## src/hdl/pmc_regs.svh

```systemverilog
// Register offsets, field positions and codes of the performance counter block
`ifndef PMC_REGS_SVH
`define PMC_REGS_SVH
`define PMC_OFF_CTL 8'h00
`define PMC_OFF_IRQ 8'h04
`define PMC_OFF_CNT0 8'h08
`define PMC_OFF_CYC_LO 8'h18
`define PMC_OFF_CYC_HI 8'h1c
`define PMC_CNT_STRIDE 8'h04
`define PMC_CTL_EN 0
`define PMC_CTL_CLR 1
`define PMC_CTL_IDLE 2
`define PMC_CTL_SEL_LSB 4
`define PMC_IRQ_MASK_LSB 0
`define PMC_IRQ_PEND_LSB 8
`define PMC_IDLE_EVENT 7'h1e
`define PMC_RESP_OKAY 2'h0
`define PMC_RESP_SLVERR 2'h2
`endif

```

## src/hdl/pmc_pkg.sv

```systemverilog
// Types of the performance counter block
package pmc_pkg;
    typedef logic [6:0] pmc_sel_t;
    typedef struct packed {
        logic en;
        logic idle_seen;
        logic [3:0][6:0] sel;
        logic [3:0] mask;
        logic [3:0] pend;
        logic [3:0][31:0] cnt;
        logic [63:0] cyc;
        logic aw_held;
        logic w_held;
        logic [7:0] awaddr;
        logic [31:0] wdata;
        logic [3:0] wstrb;
        logic awready;
        logic wready;
        logic bvalid;
        logic [1:0] bresp;
        logic arready;
        logic rvalid;
        logic [31:0] rdata;
        logic [1:0] rresp;
        logic irq;
    } pmc_state_s;
endpackage

```

## src/hdl/pmc_top.sv

```systemverilog
// Performance counters with overflow interrupt behind an AXI4-Lite slave
// Overview of operation
// - Stop clears enable; clear bit zeroes counters
// - Event counters wrap; masked wrap sets its flag but raises no interrupt
// - Four mask bits 0..3, reset zero
// - Wrap sets pending flag bits 8..11
// - Write one clears flag, zero ignored
// - Interrupt when any flag and mask set
// - Cycle counter overflow never raises interrupt
// - In idle only idle-event counters increment
// - Enable bit starts all counters
// - Clear bit zeroes all, reads zero
// - Four 7-bit event selects, reset zero
// - Read or write drops same-cycle increment
`timescale 1ns/1ps
`default_nettype none
`include "pmc_regs.svh"
module pmc_top
    import pmc_pkg::*;
#(
    parameter int NUM_EVENTS = 128
) (
    input wire logic aclk,
    input wire logic aresetn,
    input wire logic [7:0] s_axi_awaddr,
    input wire logic s_axi_awvalid,
    output logic s_axi_awready,
    input wire logic [31:0] s_axi_wdata,
    input wire logic [3:0] s_axi_wstrb,
    input wire logic s_axi_wvalid,
    output logic s_axi_wready,
    output logic [1:0] s_axi_bresp,
    output logic s_axi_bvalid,
    input wire logic s_axi_bready,
    input wire logic [7:0] s_axi_araddr,
    input wire logic s_axi_arvalid,
    output logic s_axi_arready,
    output logic [31:0] s_axi_rdata,
    output logic [1:0] s_axi_rresp,
    output logic s_axi_rvalid,
    input wire logic s_axi_rready,
    input wire logic [NUM_EVENTS-1:0] event_vec,
    input wire logic idle_mode,
    output logic perf_irq
);

    pmc_state_s st_r;
    pmc_state_s st_nxt;

    logic ar_take;
    logic commit;
    logic [7:0] ar_word;
    logic [7:0] w_word;
    logic [31:0] ctl_word;
    logic [31:0] irq_word;
    logic [31:0] rd_val;
    logic rd_ok;
    logic [31:0] wd_ctl;
    logic [31:0] wd_irq;
    logic wr_ctl;
    logic wr_irq;
    logic wr_clr;
    logic [3:0] hit_rd;
    logic [3:0] hit_wr;
    logic [3:0] inc;
    logic [3:0] wrap;

    function automatic logic [31:0] pmc_merge(
        input logic [31:0] old,
        input logic [31:0] wd,
        input logic [3:0] strb
    );
        logic [31:0] res;
        res = old;
        for (int b = 0; b < 4; b++) begin
            if (strb[b]) begin
                res[b*8 +: 8] = wd[b*8 +: 8];
            end
        end
        return res;
    endfunction

    assign ar_take = s_axi_arvalid && st_r.arready;
    assign commit = st_r.aw_held && st_r.w_held && !st_r.bvalid;
    assign ar_word = {s_axi_araddr[7:2], 2'h0};
    assign w_word = {st_r.awaddr[7:2], 2'h0};
    assign ctl_word = {st_r.sel, 1'h0, st_r.idle_seen, 1'h0, st_r.en};
    assign irq_word = {20'h0, st_r.pend, 4'h0, st_r.mask};
    assign wd_ctl = pmc_merge(ctl_word, st_r.wdata, st_r.wstrb);
    assign wd_irq = pmc_merge(irq_word, st_r.wdata, st_r.wstrb);
    assign wr_ctl = commit && (w_word == `PMC_OFF_CTL);
    assign wr_irq = commit && (w_word == `PMC_OFF_IRQ);
    assign wr_clr = wr_ctl && st_r.wstrb[0] && st_r.wdata[`PMC_CTL_CLR];

    // Per-counter access hits, increment qualifiers and wraps
    for (genvar i = 0; i < 4; i++) begin : g_cnt
        localparam logic [7:0] OFF = 8'(`PMC_OFF_CNT0 + i * `PMC_CNT_STRIDE);
        logic ev;
        assign ev = event_vec[st_r.sel[i]];
        assign hit_rd[i] = ar_take && (ar_word == OFF);
        assign hit_wr[i] = commit && (w_word == OFF);
        assign inc[i] = st_r.en
            && ev
            && (!idle_mode || st_r.sel[i] == `PMC_IDLE_EVENT)
            && !hit_rd[i] && !hit_wr[i];
        assign wrap[i] = inc[i] && (&st_r.cnt[i]);
    end

    // Read data decode
    always_comb begin
        rd_val = 32'h0;
        rd_ok = 1'b1;
        unique case (ar_word)
            `PMC_OFF_CTL: rd_val = ctl_word;
            `PMC_OFF_IRQ: rd_val = irq_word;
            `PMC_OFF_CYC_LO: rd_val = st_r.cyc[31:0];
            `PMC_OFF_CYC_HI: rd_val = st_r.cyc[63:32];
            default: begin
                rd_ok = 1'b0;
                for (int i = 0; i < 4; i++) begin
                    if (hit_rd[i]) begin
                        rd_val = st_r.cnt[i];
                        rd_ok = 1'b1;
                    end
                end
            end
        endcase
    end

    always_comb begin
        st_nxt = st_r;
        // Read channel
        if (st_r.rvalid && s_axi_rready) begin
            st_nxt.rvalid = 1'b0;
        end
        if (ar_take) begin
            st_nxt.rvalid = 1'b1;
            st_nxt.rdata = rd_val;
            st_nxt.rresp = rd_ok ? `PMC_RESP_OKAY : `PMC_RESP_SLVERR;
        end
        st_nxt.arready = !st_nxt.rvalid;
        // Write address and data, taken in either order
        if (s_axi_awvalid && st_r.awready) begin
            st_nxt.aw_held = 1'b1;
            st_nxt.awaddr = s_axi_awaddr;
        end
        if (s_axi_wvalid && st_r.wready) begin
            st_nxt.w_held = 1'b1;
            st_nxt.wdata = s_axi_wdata;
            st_nxt.wstrb = s_axi_wstrb;
        end
        if (st_r.bvalid && s_axi_bready) begin
            st_nxt.bvalid = 1'b0;
        end
        if (commit) begin
            st_nxt.aw_held = 1'b0;
            st_nxt.w_held = 1'b0;
            st_nxt.bvalid = 1'b1;
            st_nxt.bresp = `PMC_RESP_OKAY;
            if (w_word == `PMC_OFF_CYC_LO || w_word == `PMC_OFF_CYC_HI) begin
                st_nxt.bresp = `PMC_RESP_OKAY;
            end else if (!wr_ctl && !wr_irq && hit_wr == 4'h0) begin
                st_nxt.bresp = `PMC_RESP_SLVERR;
            end
        end
        st_nxt.awready = !st_nxt.aw_held && !st_nxt.bvalid;
        st_nxt.wready = !st_nxt.w_held && !st_nxt.bvalid;
        // Event counters; a write replaces the strobed bytes of the count
        for (int i = 0; i < 4; i++) begin
            if (inc[i]) begin
                st_nxt.cnt[i] = st_r.cnt[i] + 32'h1;
            end
            if (hit_wr[i]) begin
                st_nxt.cnt[i] = pmc_merge(st_r.cnt[i], st_r.wdata, st_r.wstrb);
            end
        end
        // Cycle counter, halted in idle; its carry-out is dropped
        if (st_r.en && !idle_mode) begin
            st_nxt.cyc = st_r.cyc + 64'h1;
        end
        // Control register
        if (wr_ctl) begin
            st_nxt.en = wd_ctl[`PMC_CTL_EN];
            st_nxt.sel = wd_ctl[31:`PMC_CTL_SEL_LSB];
            if (st_r.wstrb[0] && st_r.wdata[`PMC_CTL_IDLE]) begin
                st_nxt.idle_seen = 1'b0;
            end
        end
        if (wr_clr) begin
            st_nxt.cnt = '0;
            st_nxt.cyc = 64'h0;
        end
        if (idle_mode) begin
            st_nxt.idle_seen = 1'b1;
        end
        // Overflow mask and pending flags; a wrap wins over a clear
        if (wr_irq) begin
            st_nxt.mask = wd_irq[`PMC_IRQ_MASK_LSB +: 4];
            st_nxt.pend = st_r.pend & ~(st_r.wdata[`PMC_IRQ_PEND_LSB +: 4]
                & {4{st_r.wstrb[1]}});
        end
        st_nxt.pend = st_nxt.pend | wrap;
        st_nxt.irq = |(st_nxt.pend & st_nxt.mask);
    end

    always_ff @(posedge aclk) begin
        if (!aresetn) begin
            st_r <= '0;
        end else begin
            st_r <= st_nxt;
        end
    end

    assign s_axi_awready = st_r.awready;
    assign s_axi_wready = st_r.wready;
    assign s_axi_bvalid = st_r.bvalid;
    assign s_axi_bresp = st_r.bresp;
    assign s_axi_arready = st_r.arready;
    assign s_axi_rvalid = st_r.rvalid;
    assign s_axi_rdata = st_r.rdata;
    assign s_axi_rresp = st_r.rresp;
    assign perf_irq = st_r.irq;

    for (genvar i = 0; i < 4; i++) begin : g_chk

    end
endmodule // pmc_top
`default_nettype wire

```

## config.mk

```make
export PLATFORM = sky130hd
export DESIGN_NAME = pmc_top
export DESIGN_NICKNAME = d
export VERILOG_FILES = /design/src/hdl/pmc_pkg.sv /design/src/hdl/pmc_top.sv
export VERILOG_INCLUDE_DIRS = /design/src /design/src/hdl
export SDC_FILE = /design/constraint.sdc
export NUM_CORES = 1
export LEC_CHECK = 0
export BUFFER_PORTS_ARGS = -buffer_cell sky130_fd_sc_hd__buf_2
export CORE_AREA = 2 2 255 257
export CTS_BUF_LIST = sky130_fd_sc_hd__clkbuf_16
export CTS_CLUSTER_DIAMETER = 80
export CTS_CLUSTER_SIZE = 14
export DETAILED_ROUTE_END_ITERATION = 16
export DIE_AREA = 0 0 257 259
export GPL_TIMING_DRIVEN = 0
export SYNTH_ARGS = -nofsm -noshare
export SYNTH_HDL_FRONTEND = slang
export SYNTH_SLANG_ARGS = --single-unit
```

## constraint.sdc

```tcl
create_clock -name aclk -period 6 [get_ports aclk]
set_input_delay 0.9 -clock aclk [delete_from_list [all_inputs] [get_ports aclk]]
set_output_delay 0.9 -clock aclk [all_outputs]
set_load 0.02 [all_outputs]
```

==> results of run 1 <==
power groups by stage:
stage	Clock [W]	Sequential (W)	Combinational, W
2_1_floorplan	0	0.00218	0.000262
3_3_place_gp	0	0.00223	0.000494
3_5_place_dp	0	0.00223	0.000494
4_1_cts	0.00166	0.00218	0.000497
5_1_grt	0.00173	0.00218	0.000533
6_report	0.00164	0.00218	0.000509
state kept, by name, indices dropped and copies added, names as in the netlist:
register and flops:
st_r 236, s_axi_rdata 32, ctl_word 30, irq_word 8
perf_irq 1, s_axi_arready 1, s_axi_awready 1, s_axi_bresp 1
s_axi_bvalid 1, s_axi_rresp 1, s_axi_rvalid 1, s_axi_wready 1
through the flow:
step	worst slack, ns	util (%)	hold WS (ns)
4_1_cts	2.056	39.19	0.4696
3_5_place_dp	1.741	38.04	0.4613
3_3_place_gp	1.705	38.04	0.4490
6_report	1.712	39.19	0.4636
5_1_grt	1.720	39.19	0.4994
2_1_floorplan	2.980	-	0.4381
cell families after synthesis:
kind of cell             count (synthesis)  synth area share, %
AND/OR/NAND/NOR                        956                20.83
AO/OA/AOI/OAI                          718                22.77
flip-flops                             314                28.41
buffers and inverters                  274                6.294
multiplexers                           263                19.13
XOR/XNOR                                57                2.257
adder cells (fa/ha/maj)                  5               0.2828
other                                    1              0.01695
critical path: cells and delay by family (launching register included):
kind	cells	cell delay, ns
buffers and inverters	4	1.79
AND/OR/NAND/NOR	2	1.66
AO/OA/AOI/OAI	2	0.41
flip-flops	1	0.31
per-layer routing:
layer | share of wire, % | vias up | track usage, %
li1 | - | 10320 | -
met1 | 39 | 11380 | 38.82
met2 | 42 | 1576 | 44.77
met3 | 12 | 350 | 8.621
met4 | 6.3 | 0 | 14.45
met5 | 0 | - | 0
cell type report:
cell class | instances | area [um2] | area share, %
antenna | 1 | 2.502 | 0.009995
buffer | 244 | 1280 | 5.112
clock buffer | 27 | 675.6 | 2.699
clock inverter | 11 | 55.05 | 0.2199
inverter | 30 | 112.6 | 0.4498
multi-input combinational | 2001 | 14450 | 57.71
sequential | 314 | 6286 | 25.11
tap | 855 | 1070 | 4.273
timing repair buffer | 221 | 1106 | 4.418
worst paths after layout:
check,cells past startpoint,from,slack [ns],to
worst min register to register,2,st_r[84],0.46,st_r[84]
worst min-delay path,2,st_r[84],0.46,st_r[84]
worst max-delay path,8,st_r[80],1.71,st_r[260]
worst max register to register,8,st_r[80],1.71,st_r[260]
cell usage in the layout (no fill, tap or decap), types with 19 or more instances in the layout:
cell type | synthesis | routed
sky130_fd_sc_hd__xor2_1 | 37 | 37
sky130_fd_sc_hd__mux2i_1 | 127 | 127
sky130_fd_sc_hd__nand4_1 | 47 | 47
sky130_fd_sc_hd__a32o_1 | 42 | 42
sky130_fd_sc_hd__and4_1 | 21 | 21
sky130_fd_sc_hd__a211oi_1 | 23 | 23
sky130_fd_sc_hd__buf_1 | 20 | 20
sky130_fd_sc_hd__a21boi_0 | 54 | 54
sky130_fd_sc_hd__a22oi_1 | 48 | 48
sky130_fd_sc_hd__xnor2_1 | 20 | 20
sky130_fd_sc_hd__clkbuf_16 | 0 | 27
sky130_fd_sc_hd__nor2_1 | 213 | 213
sky130_fd_sc_hd__o31ai_1 | 19 | 19
sky130_fd_sc_hd__and2_1 | 23 | 23
sky130_fd_sc_hd__nor3_1 | 47 | 47
sky130_fd_sc_hd__o221ai_1 | 26 | 26
sky130_fd_sc_hd__mux2_2 | 20 | 20
sky130_fd_sc_hd__a21oi_1 | 193 | 193
sky130_fd_sc_hd__nand2_1 | 327 | 327
sky130_fd_sc_hd__inv_1 | 29 | 34
sky130_fd_sc_hd__clkbuf_1 | 109 | 109
sky130_fd_sc_hd__a31oi_1 | 27 | 27
sky130_fd_sc_hd__mux4_2 | 76 | 76
sky130_fd_sc_hd__o21ai_0 | 101 | 101
sky130_fd_sc_hd__and3_1 | 51 | 51
sky130_fd_sc_hd__mux4_1 | 38 | 38
sky130_fd_sc_hd__nand3_1 | 111 | 111
sky130_fd_sc_hd__nor2b_1 | 22 | 22
sky130_fd_sc_hd__dfxtp_1 | 314 | 314
sky130_fd_sc_hd__buf_4 | 53 | 53
sky130_fd_sc_hd__buf_2 | 47 | 268
==> metrics.txt, run 1 <==
# TYPE chip_impl_metric gauge
chip_impl_metric{name="switching_power_as_a_share_of_total_power",unit="%"} 28.15
chip_impl_metric{name="ys_ff_latch",unit=""} 314
chip_impl_info{name="failing_checks",value="max-capacitance violations, max-slew violations"} 1
chip_impl_metric{name="total_nets_final",unit=""} 3032
chip_impl_metric{name="coreArea",unit="um2"} 63880
chip_impl_metric{name="cts_buffer_depth",unit=""} 3
chip_impl_metric{name="global_route_wire_length_before_repair",unit="um"} 148300
chip_impl_metric{name="ys.warnings.count",unit=""} 0
chip_impl_metric{name="setup_viol",unit=""} 0
chip_impl_metric{name="cts_resizes",unit=""} 0
chip_impl_metric{name="firstDrtPassIters",unit=""} 8
chip_impl_info{name="setup.worst_path.start_class",value="flip-flop"} 1
chip_impl_metric{name="worst_clock_skew",unit="ns"} 0.03134
chip_impl_metric{name="placedCellCount",unit=""} 3665
chip_impl_metric{name="drt_wl_total",unit="um"} 103000
chip_impl_info{name="synth_area_leader_cell",value="sky130_fd_sc_hd__dfxtp_1"} 1
chip_impl_metric{name="ys_seq_area_share",unit="%"} 28.41
chip_impl_metric{name="place.gp.congestion",unit=""} 1.057
chip_impl_metric{name="cap_violations",unit=""} 1
chip_impl_info{name="clk_root_buffer_cell",value="sky130_fd_sc_hd__clkbuf_16"} 1
chip_impl_metric{name="die-area",unit="um2"} 66560
chip_impl_metric{name="syn_area",unit="um2"} 22120
chip_impl_metric{name="min_period_over_period",unit="%"} 71.46
chip_impl_metric{name="htreeDepth",unit=""} 1
chip_impl_metric{name="report.final.slew_viol_count",unit=""} 4
chip_impl_metric{name="netlist_instances",unit=""} 2588
chip_impl_metric{name="detail-route-antenna-nets",unit=""} 0
chip_impl_info{name="tritoncts_clock_tree",value="built"} 1
chip_impl_metric{name="post_cts.repair.setup_buffers",unit=""} 0
chip_impl_metric{name="wire_per_inst",unit="um"} 27.82
chip_impl_metric{name="clk_pin_slew_worst_paths",unit="ns"} 0.07
chip_impl_info{name="critPathSlowestCell",value="sky130_fd_sc_hd__nor4b_1"} 1
chip_impl_info{name="synth_common_cells",value="327 x sky130_fd_sc_hd__nand2_1, 314 x sky130_fd_sc_hd__dfxtp_1, 213 x sky130_fd_sc_hd__nor2_1, 193 x sky130_fd_sc_hd__a21oi_1, 127 x sky130_fd_sc_hd__mux2i_1"} 1
chip_impl_metric{name="drt_drc_violations_left",unit=""} 0
chip_impl_metric{name="timing_hold_violations_final",unit=""} 0
chip_impl_metric{name="critPathMaxFanout",unit=""} 10
chip_impl_metric{name="floorplan.initialDensity",unit="%"} 34.63
chip_impl_metric{name="place.port_buffers",unit=""} 221
chip_impl_metric{name="vdd_ir_drop_max",unit="uV"} 197.0
chip_impl_info{name="path_cells",value="clkbuf_1, nor2b_1, nor4b_1, buf_2, buf_2, buf_1, a21oi_1, o32ai_1"} 1
chip_impl_metric{name="n_fill_cell",unit=""} 6550
chip_impl_metric{name="share_comb_of_total_power",unit="%"} 11.7
chip_impl_metric{name="grtUsageTotal",unit="%"} 29.68
chip_impl_metric{name="mean_instance_size_in_the_synthesized_netlist",unit="um2"} 8.549
chip_impl_metric{name="critical_path.max_stage_delay",unit="ns"} 1.26
chip_impl_metric{name="postPlaceCellArea",unit="um2"} 24300
chip_impl_metric{name="ys_types",unit=""} 94
chip_impl_metric{name="worst_pin_slew",unit="ns"} 1.549
chip_impl_metric{name="timing.critical_path.arrival",unit="ns"} 4.78
chip_impl_metric{name="final_min_period",unit="ns"} 4.288
chip_impl_metric{name="leakagePower",unit="nW"} 8.605
chip_impl_metric{name="critPathRequiredTime",unit="ns"} 6.49
chip_impl_metric{name="numCtsBuffers",unit=""} 27
chip_impl_info{name="synth_top_cells_by_area",value="sky130_fd_sc_hd__dfxtp_1 28%, sky130_fd_sc_hd__mux4_2 7.7%, sky130_fd_sc_hd__mux2i_1 5.7%, sky130_fd_sc_hd__nand2_1 5.5%, sky130_fd_sc_hd__mux4_1 4.5%"} 1
chip_impl_metric{name="dp_hpwl",unit="um"} 79270
chip_impl_metric{name="count_of_flip_flops_with_a_built_in_enable_after_synthesis",unit=""} 0
chip_impl_metric{name="setup_tns",unit="ns"} 0
chip_impl_metric{name="finalInstanceArea",unit="um2"} 25040
chip_impl_info{name="worstSetupEndpointType",value="flip-flop"} 1
chip_impl_metric{name="post-layout-total-power",unit="W"} 0.004335
chip_impl_metric{name="avgViaCountPerCell",unit=""} 6.380
chip_impl_metric{name="num_vias",unit=""} 23630
chip_impl_metric{name="power.density",unit="nW/um2"} 173.2
chip_impl_info{name="cp_common_cell",value="sky130_fd_sc_hd__buf_2"} 1
chip_impl_metric{name="globalRoute.totalOverflow",unit=""} 0
chip_impl_metric{name="synthToLayoutAreaGrowth",unit="%"} 13.17
chip_impl_metric{name="drt_first_iter_violations",unit=""} 3314
chip_impl_metric{name="power.net_switching",unit="W"} 0.001220
chip_impl_info{name="run_status",value="finished, violations left"} 1
chip_impl_metric{name="sequential_share_of_power",unit="%"} 50.3
chip_impl_metric{name="core.rowCount",unit=""} 93
chip_impl_metric{name="clock_sink_count",unit=""} 314
chip_impl_metric{name="drive_above_1_share",unit="%"} 18.26
chip_impl_metric{name="grt_start_max_net_pins",unit=""} 15
chip_impl_info{name="worstHoldPathType",value="flip-flop to flip-flop"} 1
chip_impl_metric{name="cellInternalPower",unit="W"} 0.003115
chip_impl_info{name="ys.flop_type",value="sky130_fd_sc_hd__dfxtp_1"} 1
chip_impl_metric{name="synth_top_cell_area_share",unit="%"} 28.41
chip_impl_info{name="setup.worst_path.class",value="flip-flop to flip-flop"} 1
chip_impl_metric{name="clock_power_share",unit="%"} 37.9
chip_impl_info{name="rsz0062_at_grt",value="false"} 1
chip_impl_metric{name="achievable-frequency",unit="MHz"} 233.2
chip_impl_metric{name="relSlewSlack",unit="%"} -4.699
chip_impl_metric{name="cts-hold-fix-buffers",unit=""} 0
chip_impl_metric{name="clk_latency",unit="ns"} 0.59
chip_impl_metric{name="grt_antenna_before_repair",unit=""} 2
chip_impl_metric{name="die_y",unit="um"} 259
chip_impl_metric{name="first_global_vias",unit=""} 21620
chip_impl_metric{name="die_width",unit="um"} 257
chip_impl_metric{name="number_of_placed_i_o_pins",unit=""} 230
chip_impl_metric{name="synth-async-reset-ratio",unit="%"} 0
chip_impl_metric{name="layoutNonFillerInstCount",unit=""} 3704
chip_impl_info{name="synth_most_common_cell",value="sky130_fd_sc_hd__nand2_1"} 1
No activity file was read; power rests on OpenSTA's default activity.
==> run 2: changes to the inputs <==
==> constraint.sdc (replaced) <==
create_clock -name aclk -period 4.04 [get_ports aclk]
set_input_delay 0.606 -clock aclk [delete_from_list [all_inputs] [get_ports aclk]]
set_output_delay 0.606 -clock aclk [all_outputs]
set_load 0.02 [all_outputs]
==> run 2 against run 1 <==
The flow now finishes without violations. Fmax increased by 10%. Setup slack lost 1.6 ns. First-iteration DRC count rose by 1.5%. Design area is essentially flat. Clock skew rose by 0.0010 ns. Critical path depth increased by 1. Clock power up 49%. Utilization hardly changed. Sequential power rose by 49%. Critical endpoint is now perf_irq.
==> metrics.txt, run 2 (synthesis gave the netlist of run 1 again) <==
# TYPE chip_impl_metric gauge
chip_impl_info{name="run_status",value="completed"} 1
chip_impl_metric{name="drt_first_iter_violations",unit=""} 3365
chip_impl_metric{name="largest_register_ff_count",unit=""} 236
chip_impl_info{name="hold_path_end",value="st_r[51]"} 1
chip_impl_metric{name="vdd_ir_drop_max",unit="uV"} 292.1
chip_impl_metric{name="crit_buf_inv",unit=""} 1
chip_impl_metric{name="htreeDepth",unit=""} 1
chip_impl_metric{name="final_min_period",unit="ns"} 3.884
chip_impl_info{name="crit-reg2reg-launch",value="ctl_word[6]"} 1
chip_impl_metric{name="whs_path_depth",unit=""} 3
chip_impl_info{name="largest_register_by_flop_count",value="st_r"} 1
chip_impl_metric{name="achievable-frequency",unit="MHz"} 257.5
chip_impl_metric{name="post-layout-total-power",unit="W"} 0.006443
chip_impl_info{name="layout.cells.most_common",value="sky130_fd_sc_hd__nand2_1"} 1
chip_impl_metric{name="die_y",unit="um"} 259
chip_impl_metric{name="global_route_wire_length_before_repair",unit="um"} 148300
chip_impl_info{name="worstSetupEndpointType",value="flip-flop"} 1
chip_impl_metric{name="drive_above_1_share",unit="%"} 18.29
chip_impl_metric{name="grt_start_max_net_pins",unit=""} 15
chip_impl_metric{name="n_fill_cell",unit=""} 6550
chip_impl_metric{name="grt_antenna_before_repair",unit=""} 2
chip_impl_metric{name="floorplan.initialDensity",unit="%"} 34.63
chip_impl_metric{name="num_vias",unit=""} 23600
chip_impl_metric{name="place.gp.congestion",unit=""} 1.057
chip_impl_metric{name="relSlewSlack",unit="%"} 12.54
chip_impl_metric{name="dp_hpwl",unit="um"} 79270
chip_impl_metric{name="die-area",unit="um2"} 66560
chip_impl_metric{name="min_period_over_period",unit="%"} 96.14
chip_impl_info{name="setup.worst_path.start_class",value="flip-flop"} 1
chip_impl_metric{name="setup.reg_to_reg.worst_slack",unit="ns"} 0.16
chip_impl_info{name="family_with_the_most_delay_on_the_worst_path",value="compound AO/OA/AOI/OAI gates"} 1
chip_impl_metric{name="drt_drc_violations_left",unit=""} 0
chip_impl_metric{name="timing.critical_path.arrival",unit="ns"} 4.29
chip_impl_info{name="worstHoldPathType",value="input pin to flip-flop"} 1
chip_impl_metric{name="grtUsageTotal",unit="%"} 29.68
chip_impl_metric{name="detail-route-antenna-nets",unit=""} 0
chip_impl_metric{name="globalRoute.totalOverflow",unit=""} 0
chip_impl_info{name="rsz0062_at_grt",value="false"} 1
chip_impl_metric{name="wire_per_inst",unit="um"} 27.77
chip_impl_metric{name="leakagePower",unit="nW"} 8.605
chip_impl_metric{name="clk_pin_slew_worst_paths",unit="ns"} 0.07
chip_impl_metric{name="place.port_buffers",unit=""} 221
chip_impl_metric{name="grt_use_met1",unit="%"} 38.82
chip_impl_metric{name="critPathRequiredTime",unit="ns"} 4.45
chip_impl_metric{name="setup_viol",unit=""} 0
chip_impl_metric{name="report.final.slew_viol_count",unit=""} 0
chip_impl_info{name="busiest_layer",value="met2"} 1
chip_impl_info{name="most_used_cells_in_the_layout_excluding_fill_and_tap_cells",value="327 x sky130_fd_sc_hd__nand2_1, 314 x sky130_fd_sc_hd__dfxtp_1, 268 x sky130_fd_sc_hd__buf_2, 213 x sky130_fd_sc_hd__nor2_1, 193 x sky130_fd_sc_hd__a21oi_1"} 1
chip_impl_metric{name="met3_grt_util",unit="%"} 8.621
chip_impl_metric{name="worst_pin_slew",unit="ns"} 1.294
chip_impl_metric{name="coreArea",unit="um2"} 63880
chip_impl_metric{name="core.rowCount",unit=""} 93
chip_impl_metric{name="power.density",unit="nW/um2"} 257.3
chip_impl_info{name="critPathSlowestCell",value="sky130_fd_sc_hd__buf_1"} 1
chip_impl_info{name="launch_point_of_the_worst_hold_path",value="s_axi_wdata[5]"} 1
chip_impl_metric{name="total_nets_final",unit=""} 3032
chip_impl_metric{name="globalRouteMet2Util",unit="%"} 44.77
chip_impl_info{name="worstReg2RegEnd",value="perf_irq"} 1
chip_impl_metric{name="number_of_placed_i_o_pins",unit=""} 230
chip_impl_metric{name="avgViaCountPerCell",unit=""} 6.370
chip_impl_metric{name="clk_latency",unit="ns"} 0.60
chip_impl_metric{name="numCtsBuffers",unit=""} 27
chip_impl_metric{name="worst_clock_skew",unit="ns"} 0.03236
chip_impl_info{name="path_cells",value="buf_1, mux4_2, mux2i_1, nand3_1, a22oi_1, o32ai_2, a41oi_1, nor2b_1, a2111o_1"} 1
chip_impl_metric{name="firstDrtPassIters",unit=""} 8
chip_impl_metric{name="timing_hold_violations_final",unit=""} 0
chip_impl_metric{name="timing.reg2reg.worst_path_depth",unit=""} 9
chip_impl_metric{name="drt_wl_total",unit="um"} 102900
chip_impl_metric{name="setup_tns",unit="ns"} 0
chip_impl_info{name="tritoncts_clock_tree",value="built"} 1
chip_impl_info{name="clk_root_buffer_cell",value="sky130_fd_sc_hd__clkbuf_16"} 1
chip_impl_metric{name="synthToLayoutAreaGrowth",unit="%"} 13.21
chip_impl_metric{name="critical_path.max_stage_delay",unit="ns"} 0.70
chip_impl_metric{name="worst_hold_slack",unit="ns"} 0.2557
chip_impl_metric{name="cts_buffer_depth",unit=""} 3
chip_impl_metric{name="critPathMaxFanout",unit=""} 10
chip_impl_metric{name="cap_violations",unit=""} 0
chip_impl_metric{name="die_width",unit="um"} 257
chip_impl_info{name="crit_path_start",value="ctl_word[6]"} 1
chip_impl_metric{name="post_cts.repair.setup_buffers",unit=""} 0
chip_impl_metric{name="first_global_vias",unit=""} 21620
chip_impl_info{name="setup.worst_path.class",value="flip-flop to flip-flop"} 1
chip_impl_metric{name="clock_sink_count",unit=""} 314
-- run 2: cell types whose count changed in the layout (fill, tap and decap cells not counted) --
cell                      before  now
sky130_fd_sc_hd__nor4b_1       4    3
sky130_fd_sc_hd__nor4b_2       0    1
sky130_fd_sc_hd__diode_2       1    2
-- run 2: worst max path at each step --
stage / end / slack [ns] / depth (start not counted)
global placement: perf_irq / 0.04 / 8
CTS: st_r[260] / 0.1 / 8
detailed placement: perf_irq / 0.08 / 8
global route: perf_irq / 0.18 / 9
floorplan: st_r[259] / 1.31 / 11
finish: perf_irq / 0.16 / 9
-- run 2: final cells by class --
class,instances,area (um2),area share [%]
Sequential cell,314,6286,25.10
Clock inverter,11,55.05,0.2198
Clock buffer,27,675.6,2.698
Antenna cell,2,5.005,0.01998
Tap cell,855,1070,4.271
Timing Repair Buffer,221,1106,4.416
Multi-Input combinational cell,2001,14460,57.72
Buffer,244,1280,5.111
Inverter,30,112.6,0.4496
-- run 2: worst min-delay path, stage by stage --
cell	delay, ns
sky130_fd_sc_hd__buf_2	0.10
sky130_fd_sc_hd__nand2_1	0.05
sky130_fd_sc_hd__a21oi_1	0.05
-- run 2: stage by stage --
stage / instances / setup slack, ns / util, % / cell area [um2]
3_3_place_gp: 3665 / 0.03870 / 38.04 / 24300
2_1_floorplan: 2589 / 1.314 / - / 22130
3_5_place_dp: 3665 / 0.07522 / 38.04 / 24300
5_1_grt: 3704 / 0.1793 / 39.20 / 25040
4_1_cts: 3703 / 0.09620 / 39.19 / 25030
6_report: 3705 / 0.1561 / 39.21 / 25050
-- run 2: repair_timing --
| action | 4_1_cts | 5_1_grt |
|---|---|---|
| resized for setup | 0 | 1 |
| endpoints found under the setup margin | 0 | 9 |
| hold buffers | 0 | 0 |
-- run 2: power breakdown --
group	switching [W]	internal, W
registers	0.000100	0.00314
clock network	0.00125	0.00119
logic	0.000464	0.000292
-- run 2: per-layer routing --
metal	wire length, um	up-vias
met5	0	-
met4	6459	0
met3	12630	345
met2	43590	1606
met1	40190	11340
li1	-	10310
